[src/hrs_params.svh]
// Offsets, field positions, reset values and sizes of the return stack
`ifndef HRS_PARAMS_SVH
`define HRS_PARAMS_SVH

`define HRS_DEPTH          16
`define HRS_PC_W           15
`define HRS_PTR_W          5
`define HRS_IDX_W          4
`define HRS_ADDR_W         3
`define HRS_DATA_W         8
`define HRS_HIGH_W         7

`define HRS_PTR_RESET      5'h1F
`define HRS_PTR_FULL       5'h0F
`define HRS_PTR_ONE        5'h01
`define HRS_CFG_RESET      1'h0

`define HRS_OFS_TOP_LOW    3'h0
`define HRS_OFS_TOP_HIGH   3'h1
`define HRS_OFS_INDEX      3'h2
`define HRS_OFS_CONFIG     3'h3
`define HRS_OFS_STATUS     3'h4
`define HRS_OFS_INT_CLEAR  3'h5
`define HRS_OFS_INT_ENABLE 3'h6

`define HRS_BIT_OVF        0
`define HRS_BIT_UNF        1
`define HRS_BIT_FRE        0
`define HRS_EVT_W          2

`endif

[src/hrs_pkg.sv]
// Types shared by the return stack modules
`include "hrs_params.svh"

package hrs_pkg;

    typedef logic [`HRS_PC_W-1:0]   hrs_pc_t;
    typedef logic [`HRS_PTR_W-1:0]  hrs_ptr_t;
    typedef logic [`HRS_IDX_W-1:0]  hrs_idx_t;
    typedef logic [`HRS_DATA_W-1:0] hrs_byte_t;
    typedef logic [`HRS_EVT_W-1:0]  hrs_evt_t;

    typedef enum logic [1:0] {HRS_OP_IDLE, HRS_OP_PUSH, HRS_OP_POP} hrs_op_e;

    // Request from the core sequencer
    typedef struct packed {
        logic    push;
        logic    pop;
        hrs_pc_t pc;
    } hrs_core_req_s;

    // Answer to the core sequencer
    typedef struct packed {
        logic    popValid;
        hrs_pc_t popPc;
        logic    faultReset;
    } hrs_core_rsp_s;

    // Plain register port from software
    typedef struct packed {
        logic [`HRS_ADDR_W-1:0] addr;
        hrs_byte_t              wrData;
        logic                   wr;
        logic                   rd;
    } hrs_reg_req_s;

    typedef struct packed {
        hrs_pc_t [`HRS_DEPTH-1:0] entry;
    } hrs_mem_s;

    typedef struct packed {
        hrs_evt_t status;
        hrs_evt_t enable;
        logic     irq;
    } hrs_irq_s;

    typedef struct packed {
        hrs_ptr_t      ptr;
        logic          faultResetEnable;
        hrs_core_rsp_s rsp;
        hrs_byte_t     rdData;
        hrs_op_e       lastOp;
    } hrs_top_s;

endpackage : hrs_pkg

[src/hrs_stack_mem.sv]
// Sixteen by fifteen bit stack storage in flip-flops
`timescale 1ns/1ps
`include "hrs_params.svh"

module hrs_stack_mem
    import hrs_pkg::*;
(
    input  wire logic     ref_clk,
    input  wire logic     reset,
    input  wire hrs_idx_t wrIndex,
    input  wire logic     wrLow,
    input  wire logic     wrHigh,
    input  wire hrs_pc_t  wrData,
    input  wire hrs_idx_t rdIndex,
    output hrs_pc_t       rdData
);

    hrs_mem_s state;
    hrs_mem_s next_state;
    logic [`HRS_DEPTH-1:0] hit;

    // One select line per entry
    genvar gi;
    generate
        for (gi = 0; gi < `HRS_DEPTH; gi++)
        begin : g_hit
            assign hit[gi] = (wrIndex == hrs_idx_t'(gi));
        end
    endgenerate

    // Byte lanes let software patch one half of an entry
    always_comb
    begin
        next_state = state;
        for (int i = 0; i < `HRS_DEPTH; i++)
        begin
            if (hit[i] && wrLow)
            begin
                next_state.entry[i][`HRS_DATA_W-1:0] =
                    wrData[`HRS_DATA_W-1:0];
            end
            if (hit[i] && wrHigh)
            begin
                next_state.entry[i][`HRS_PC_W-1:`HRS_DATA_W] =
                    wrData[`HRS_PC_W-1:`HRS_DATA_W];
            end
        end
    end

    always_ff @(posedge ref_clk)
    begin
        if (reset)
        begin
            state <= '0;
        end
        else
        begin
            state <= next_state;
        end
    end

    // Combinational read; the top registers what it uses
    assign rdData = state.entry[rdIndex];

endmodule : hrs_stack_mem

[src/hrs_irq.sv]
// Sticky stack fault status with enable mask and level interrupt
`timescale 1ns/1ps
`include "hrs_params.svh"

module hrs_irq
    import hrs_pkg::*;
(
    input  wire logic     ref_clk,
    input  wire logic     reset,
    input  wire hrs_evt_t eventIn,
    input  wire hrs_evt_t clearMask,
    input  wire logic     enableWr,
    input  wire hrs_evt_t enableData,
    output hrs_evt_t      status,
    output hrs_evt_t      enable,
    output logic          irq
);

    hrs_irq_s state;
    hrs_irq_s next_state;

    // A new event beats a clear arriving in the same cycle
    always_comb
    begin
        next_state = state;
        next_state.status = (state.status & ~clearMask) | eventIn;
        if (enableWr)
        begin
            next_state.enable = enableData;
        end
        next_state.irq = |(next_state.status & next_state.enable);
    end

    always_ff @(posedge ref_clk)
    begin
        if (reset)
        begin
            state <= '0;
        end
        else
        begin
            state <= next_state;
        end
    end

    assign status = state.status;
    assign enable = state.enable;
    assign irq    = state.irq;

endmodule : hrs_irq

[src/hrs_return_stack.sv]
// Hardware return-address stack with software access and fault handling
`timescale 1ns/1ps
`include "hrs_params.svh"

// Behaviour
// - The stack holds sixteen fifteen-bit entries apart from any memory.
// - Calls, calls via working register and interrupt vectoring push PC.
// - Returns, returns with literal and interrupt returns pop the stack.
// - Pushes and pops never touch the PC upper latch.
// - With fault reset off the stack wraps, push 17 overwrites entry 0.
// - Overflow and underflow flags are set whatever the fault reset mode.
// - Software reads and writes the index and the top pair of the stack.
// - Writing the index moves the top pair onto the chosen entry.
// - The index is five bits so overflow and underflow can be seen.
// - A push bumps the index then writes; a pop reads then drops it.
// - The index points at the newest occupied entry, not a free one.
// - After reset the stack is empty with the index at 0x1F.
// - With fault reset on and the stack empty the top pair reads zero.
module hrs_return_stack
    import hrs_pkg::*;
(
    input  wire logic          ref_clk,
    input  wire logic          reset,
    input  wire hrs_core_req_s coreReq,
    output hrs_core_rsp_s      coreRsp,
    input  wire hrs_reg_req_s  regReq,
    output hrs_byte_t          regRdData,
    output logic               stackIrq
);

    hrs_top_s state;
    hrs_top_s next_state;

    hrs_pc_t  memRd;
    hrs_idx_t memWrIndex;
    logic     memWrLow;
    logic     memWrHigh;
    hrs_pc_t  memWrData;
    hrs_pc_t  topValue;
    logic     emptyZero;
    hrs_ptr_t ptrUp;
    hrs_ptr_t ptrDown;
    hrs_evt_t faultEvt;
    hrs_evt_t clearMask;
    logic     enableWr;
    hrs_evt_t irqStatus;
    hrs_evt_t irqEnable;
    logic     swIdle;
    logic     regWrHit;

    // Storage lives outside data and program space
    hrs_stack_mem u_mem (
        .ref_clk (ref_clk),
        .reset   (reset),
        .wrIndex (memWrIndex),
        .wrLow   (memWrLow),
        .wrHigh  (memWrHigh),
        .wrData  (memWrData),
        .rdIndex (state.ptr[`HRS_IDX_W-1:0]),
        .rdData  (memRd)
    );

    hrs_irq u_irq (
        .ref_clk    (ref_clk),
        .reset      (reset),
        .eventIn    (faultEvt),
        .clearMask  (clearMask),
        .enableWr   (enableWr),
        .enableData (regReq.wrData[`HRS_EVT_W-1:0]),
        .status     (irqStatus),
        .enable     (irqEnable),
        .irq        (stackIrq)
    );

    // Pointer arithmetic wraps naturally in five bits
    assign ptrUp   = state.ptr + `HRS_PTR_ONE;
    assign ptrDown = state.ptr - `HRS_PTR_ONE;

    // Empty in fault reset mode hides stale contents
    assign emptyZero = state.faultResetEnable &&
                       (state.ptr == `HRS_PTR_RESET);
    assign topValue  = emptyZero ? '0 : memRd;

    // The core always wins; a software write to the stack side is dropped in a busy cycle
    assign swIdle   = !coreReq.push && !coreReq.pop;
    assign regWrHit = regReq.wr && swIdle;

    // Fault events feed the sticky flags in both modes
    always_comb
    begin
        faultEvt = '0;
        faultEvt[`HRS_BIT_OVF] = coreReq.push &&
            (state.ptr == `HRS_PTR_FULL);
        faultEvt[`HRS_BIT_UNF] = !coreReq.push && coreReq.pop &&
            (state.ptr == `HRS_PTR_RESET);
    end

    // Interrupt side registers take effect whatever the core does
    always_comb
    begin
        clearMask = '0;
        enableWr  = 1'b0;
        if (regReq.wr && regReq.addr == `HRS_OFS_INT_CLEAR)
        begin
            clearMask = regReq.wrData[`HRS_EVT_W-1:0];
        end
        if (regReq.wr && regReq.addr == `HRS_OFS_INT_ENABLE)
        begin
            enableWr = 1'b1;
        end
    end

    // Stack operation, software access and read data in one place.
    // No output here reaches the PC upper latch; it stays with the core.
    always_comb
    begin
        next_state = state;
        next_state.rsp.popValid   = 1'b0;
        next_state.rsp.faultReset = 1'b0;
        next_state.rdData         = '0;
        next_state.lastOp         = HRS_OP_IDLE;
        memWrIndex = state.ptr[`HRS_IDX_W-1:0];
        memWrLow   = 1'b0;
        memWrHigh  = 1'b0;
        memWrData  = coreReq.pc;

        if (coreReq.push)
        begin
            // Bump first, then store at the new top
            next_state.ptr    = ptrUp;
            next_state.lastOp = HRS_OP_PUSH;
            memWrIndex = ptrUp[`HRS_IDX_W-1:0];
            memWrLow   = 1'b1;
            memWrHigh  = 1'b1;
            if (faultEvt[`HRS_BIT_OVF] && state.faultResetEnable)
            begin
                // Nothing is stored; the device is about to restart
                memWrLow  = 1'b0;
                memWrHigh = 1'b0;
                next_state.ptr = `HRS_PTR_RESET;
                next_state.rsp.faultReset = 1'b1;
            end
        end
        else if (coreReq.pop)
        begin
            // Read the top, then drop the index
            next_state.rsp.popPc    = topValue;
            next_state.rsp.popValid = 1'b1;
            next_state.ptr          = ptrDown;
            next_state.lastOp       = HRS_OP_POP;
            if (faultEvt[`HRS_BIT_UNF] && state.faultResetEnable)
            begin
                next_state.ptr = `HRS_PTR_RESET;
                next_state.rsp.faultReset = 1'b1;
            end
        end
        else if (regWrHit)
        begin
            // Software may rewrite index and entries only when idle
            case (regReq.addr)
                `HRS_OFS_TOP_LOW:
                begin
                    memWrData[`HRS_DATA_W-1:0] = regReq.wrData;
                    memWrLow = 1'b1;
                end
                `HRS_OFS_TOP_HIGH:
                begin
                    memWrData[`HRS_PC_W-1:`HRS_DATA_W] =
                        regReq.wrData[`HRS_HIGH_W-1:0];
                    memWrHigh = 1'b1;
                end
                `HRS_OFS_INDEX:
                begin
                    next_state.ptr =
                        regReq.wrData[`HRS_PTR_W-1:0];
                end
                `HRS_OFS_CONFIG:
                begin
                    next_state.faultResetEnable =
                        regReq.wrData[`HRS_BIT_FRE];
                end
                default:
                begin
                    next_state.ptr = state.ptr;
                end
            endcase
        end

        // Read data stand one cycle after the strobe
        if (regReq.rd)
        begin
            case (regReq.addr)
                `HRS_OFS_TOP_LOW:
                begin
                    next_state.rdData =
                        topValue[`HRS_DATA_W-1:0];
                end
                `HRS_OFS_TOP_HIGH:
                begin
                    next_state.rdData = {1'b0,
                        topValue[`HRS_PC_W-1:`HRS_DATA_W]};
                end
                `HRS_OFS_INDEX:
                begin
                    next_state.rdData = {3'h0, state.ptr};
                end
                `HRS_OFS_CONFIG:
                begin
                    next_state.rdData = {7'h00, state.faultResetEnable};
                end
                `HRS_OFS_STATUS:
                begin
                    next_state.rdData = {6'h00, irqStatus};
                end
                `HRS_OFS_INT_ENABLE:
                begin
                    next_state.rdData = {6'h00, irqEnable};
                end
                default:
                begin
                    // Clear register and unmapped offsets read zero
                    next_state.rdData = '0;
                end
            endcase
        end
    end

    // Reset empties the stack and turns fault reset off
    always_ff @(posedge ref_clk)
    begin
        if (reset)
        begin
            state <= '0;
            state.ptr <= `HRS_PTR_RESET;
            state.faultResetEnable <= `HRS_CFG_RESET;
            state.lastOp <= HRS_OP_IDLE;
        end
        else
        begin
            state <= next_state;
        end
    end

    assign coreRsp   = state.rsp;
    assign regRdData = state.rdData;
endmodule : hrs_return_stack

[config.mk]
export PLATFORM = sky130hd
export DESIGN_NAME = hrs_return_stack
export DESIGN_NICKNAME = d
export VERILOG_FILES = /design/src/hrs_pkg.sv /design/src/hrs_stack_mem.sv /design/src/hrs_irq.sv /design/src/hrs_return_stack.sv
export VERILOG_INCLUDE_DIRS = /design/src
export SDC_FILE = /design/constraint.sdc
export NUM_CORES = 1
export LEC_CHECK = 0
export ABC_CLOCK_PERIOD_IN_PS = 2800
export BUFFER_PORTS_ARGS = -buffer_cell sky130_fd_sc_hd__buf_4
export CAP_MARGIN = 40
export CORE_UTILIZATION = 56
export CTS_CLUSTER_DIAMETER = 120
export DETAILED_ROUTE_END_ITERATION = 7
export PLACE_DENSITY = 0.84
export RECOVER_POWER = 25
export SYNTH_ARGS = -nofsm -noshare
export SYNTH_HDL_FRONTEND = slang
export SYNTH_SLANG_ARGS = --single-unit
[constraint.sdc]
create_clock -name ref_clk -period 2.8 [get_ports ref_clk]
set_clock_uncertainty 0.1 [all_clocks]
set_input_delay 0.14 -clock ref_clk [delete_from_list [all_inputs] [get_ports ref_clk]]
set_output_delay 0.14 -clock ref_clk [all_outputs]
set_load 0.01 [all_outputs]
==> key figures <==
Status
  • Status: complete, no violations

Final layout
  • Diodes inserted: 0
  • Most common cell after layout, fill and taps aside: dfxtp_1
  • FILL cells: 1,699
  • Commonest cells after routing, fill and taps aside: 275 x dfxtp_1, 142 x nor2_1, 133 x a21oi_1
  • Area Overhead vs Synth: 12.2%
  • Layout cells sized above 1: 20.5%
  • Final nets: 1,301
  • Final Core Density: 64.2%

Clock network
  • TritonCTS buffer count: 28
  • Root buffer cell: clkbuf_16
  • Clock Pin Slew Worst Setup and Hold Paths: 0.06 ns
  • Clock net sink count: 276
  • Worst-Skew Late Latency: 0.54 ns
  • CTS tree: yes
  • H-tree levels: 1
  • Clk buf depth: 3

STA
  • Worst-margin pin slew: 1.20 ns
  • RSZ-0062 raised after global routing: false
  • Final worst path period share: 95.1%
  • Min cycle time layout: 2.66 ns
  • Setup violators final: 0
  • Hold Violations, Final: 0
  • Achievable Freq: 376 MHz
  • Final Max Tran Viols: 0
  • Max_slew headroom: 19.4%
  • Setup tns final: 0 ns

Synthesis
  • Post-synth EDFFs: 0
  • Average size of a mapped cell: 10.4 µm²
  • Synth Cell Area: 13,000 µm²
  • Yosys warning count: 0
  • FF+latch count, synth: 276
  • Async S/R FF share, synth: 0%
  • Synthesized Nets: 1,288
  • Seq/Total Area, Yosys: 42.5%
  • Mapped Cells: 1,252
  • Main synth FF type: dfxtp_1
  • Yosys cell types: 67

Route
  • Antenna violation net count after detailed routing: 0
  • DRT met1 WL: 14,300 µm
  • DR pass1 iterations: 6
  • DR vias/cell: 6.78
  • Met3 wire len: 3320 µm
  • Vias post-DR: 10,600
  • 1st-iter DRT viols: 1,288
  • Top Metal Used: met4
  • DRC errors left: 0
  • Final wirelength: 34,300 µm
  • DR WL/cell: 21.8 µm
  • Met2 routed WL: 15,800 µm

Power and ir drop
  • IR drop worst, VDD: 0.312 mV
  • Static leakage: 0.00493 µW
  • Gate power share: 17.8%
  • Internal: 6900 µW
  • Net Sw Power: 2670 µW
  • Net Sw Frac: 27.9%
  • Cell Pwr Density: 657 nW/µm²
  • Flop pwr share: 43.8%
  • Clk pwr share: 38.4%

Critical path
  • Crit path cell chain: buf_12 > inv_2 > ha_1 > nand2_1 > a2bb2oi_4 > nor2_2 > buf_4 > a21oi_1 > a311oi_1
  • CP required: 3.13 ns
  • CP startpoint kind: flip-flop
  • Crit-path max FO: 52
  • R2R Setup Slk: 0.14 ns
  • Worst EP arrival: 2.99 ns
  • Critical path class: reg -> reg
  • Slowest-stage cell, CP: dfxtp_1
  • Crit end category: flip-flop
  • Capture point of the worst reg-to-reg path: u_mem.state[93]$_SDFFE_PP0P_
  • Worst reg2reg startpoint: state[29]$_SDFFE_PP1P_
  • Max stage delay on crit path: 0.38 ns
  • FF-to-FF path depth: 9

Placed design
  • Dpl hpwl: 21,500 µm
  • Port bufs: 57
  • Placer congestion estimate: 0.929

Floorplan
  • Cell Rows: 55
  • Die width: 154 µm
  • Die height: 154 µm
  • I/O pins: 58
  • Initial Util: 57.2%
  • Core box area: 22,700 µm²
  • Die area: 23,800 µm²

Worst hold path
  • Min-Delay Path Class: in -> reg
  • Hold Crit Endpoint: state[32]$_SDFFE_PP1P_
  • Worst hold start: regReq[6]
  • Worst Hold Depth: 4

GRT
  • GR Overflow Total: 0
  • Vias in the first global route: 10,100
  • Antenna violations before repair: 0
  • GRT Util Overall: 28.5%
  • First-pass GRT wire length: 54,600 µm
  • Largest net degree at the start of global routing: 133

Run
  • Max Cap Viol: 0
worst max-delay path by stage:
stage	endpoint	slack, ns	startpoint
2_1_floorplan	u_mem.state[105]$_SDFFE_PP0P_	0.10	state[29]$_SDFFE_PP1P_
3_3_place_gp	u_mem.state[81]$_SDFFE_PP0P_	0.18	state[28]$_SDFFE_PP1P_
3_5_place_dp	u_mem.state[105]$_SDFFE_PP0P_	0.08	state[28]$_SDFFE_PP1P_
4_1_cts	u_mem.state[63]$_SDFFE_PP0P_	0.07	state[28]$_SDFFE_PP1P_
5_1_grt	u_mem.state[7]$_SDFFE_PP0P_	0.03	state[28]$_SDFFE_PP1P_
6_report	u_mem.state[93]$_SDFFE_PP0P_	0.14	state[29]$_SDFFE_PP1P_
synthesized netlist by cell type (3+ instances only):
library cell,instances,area [µm²]
nor2b_1,7,43.8
o221ai_1,4,35.0
ha_1,4,50.1
o22ai_1,6,37.5
mux4_2,61,1370
nand2b_1,9,56.3
a211oi_1,124,931
a22oi_1,5,37.5
nor2_1,142,533
nand3_1,5,25.0
and2_1,6,37.5
and3_1,3,18.8
a311oi_1,112,981
mux2i_1,35,350
buf_1,11,41.3
nor2_2,3,18.8
a221o_1,5,50.1
o21ai_0,12,60.1
mux2_2,6,67.6
buf_4,49,368
inv_1,6,22.5
a22o_1,9,78.8
a211oi_4,8,160
a211oi_2,8,100
nor3_4,8,130
dfxtp_1,276,5530
buf_2,39,195
clkbuf_1,56,210
nand2_1,39,146
buf_6,9,101
a21oi_1,133,666
through the flow:
stage	area, µm²	power [µW]	hold WS, ns	cells	setup WS (ns)
5_1_grt	14600	9880	0.0392	1570	0.0277
4_1_cts	14700	9560	0.00492	1566	0.0653
3_5_place_dp	13600	5910	0.339	1502	0.0768
3_3_place_gp	13600	5870	0.345	1501	0.183
2_1_floorplan	13000	5430	0.184	1252	0.103
6_report	14600	9580	0.0247	1570	0.138
routing by layer:
| metal | track usage, % | vias to the layer above |
|---|---|---|
| met1 | 39.3 | 5168 |
| met5 | 0 | - |
| met4 | 9.24 | 0 |
| met3 | 6.33 | 82 |
| met2 | 44.6 | 561 |
| li1 | - | 4831 |
critical path: cells and delay by family, from the launching register on:
family | cells | cell delay, ns
buffers and inverters | 3 | 0.69
AO/OA/AOI/OAI | 3 | 0.63
flip-flops | 1 | 0.38
AND/OR/NAND/NOR | 2 | 0.38
adder cells (fa/ha/maj) | 1 | 0.34
sequential cells by signal, indices dropped and copies added, names as in the netlist:
register      count
coreRsp          17
regRdData         8
u_irq.irq         1
state             6
u_irq.status      2
u_irq.enable      2
u_mem.state     240
area by class of cell:
type	count	area (µm²)	share of cell area, %
Multi-Input combinational cell	804	6550	44.9
Timing Repair Buffer	148	1210	8.29
Clock inverter	7	67.6	0.463
Tap cell	285	357	2.44
Clock buffer	43	848	5.82
Sequential cell	276	5530	37.9
Inverter	7	26.3	0.180
what timing repair did:
item | 4_1_cts | 5_1_grt
gates cloned | 0 | 1
pin swaps | 0 | 1
hold buffers | 14 | 0
endpoints found under the hold margin | 47 | 0
endpoints found under the setup margin | 1 | 40
gates resized for setup | 1 | 2
buffers inserted | 0 | 3
logic make-up after synthesis:
group / Yosys count / synth area share (%)
buf+inv: 172 / 7.40
fa+ha+maj: 4 / 0.385
compound gates: 455 / 26.6
xor+xnor: 2 / 0.135
flops: 276 / 42.5
mux: 102 / 13.8
simple gates: 241 / 9.22
power groups by stage:
stage	clock network [µW]	registers [µW]	logic, µW
finish	3670	4200	1700
global route	3860	4210	1810
CTS	3700	4190	1670
detailed placement	0	4270	1640
global placement	0	4270	1600
floorplan	0	4240	1190
No activity file was read; power rests on OpenSTA's default activity.
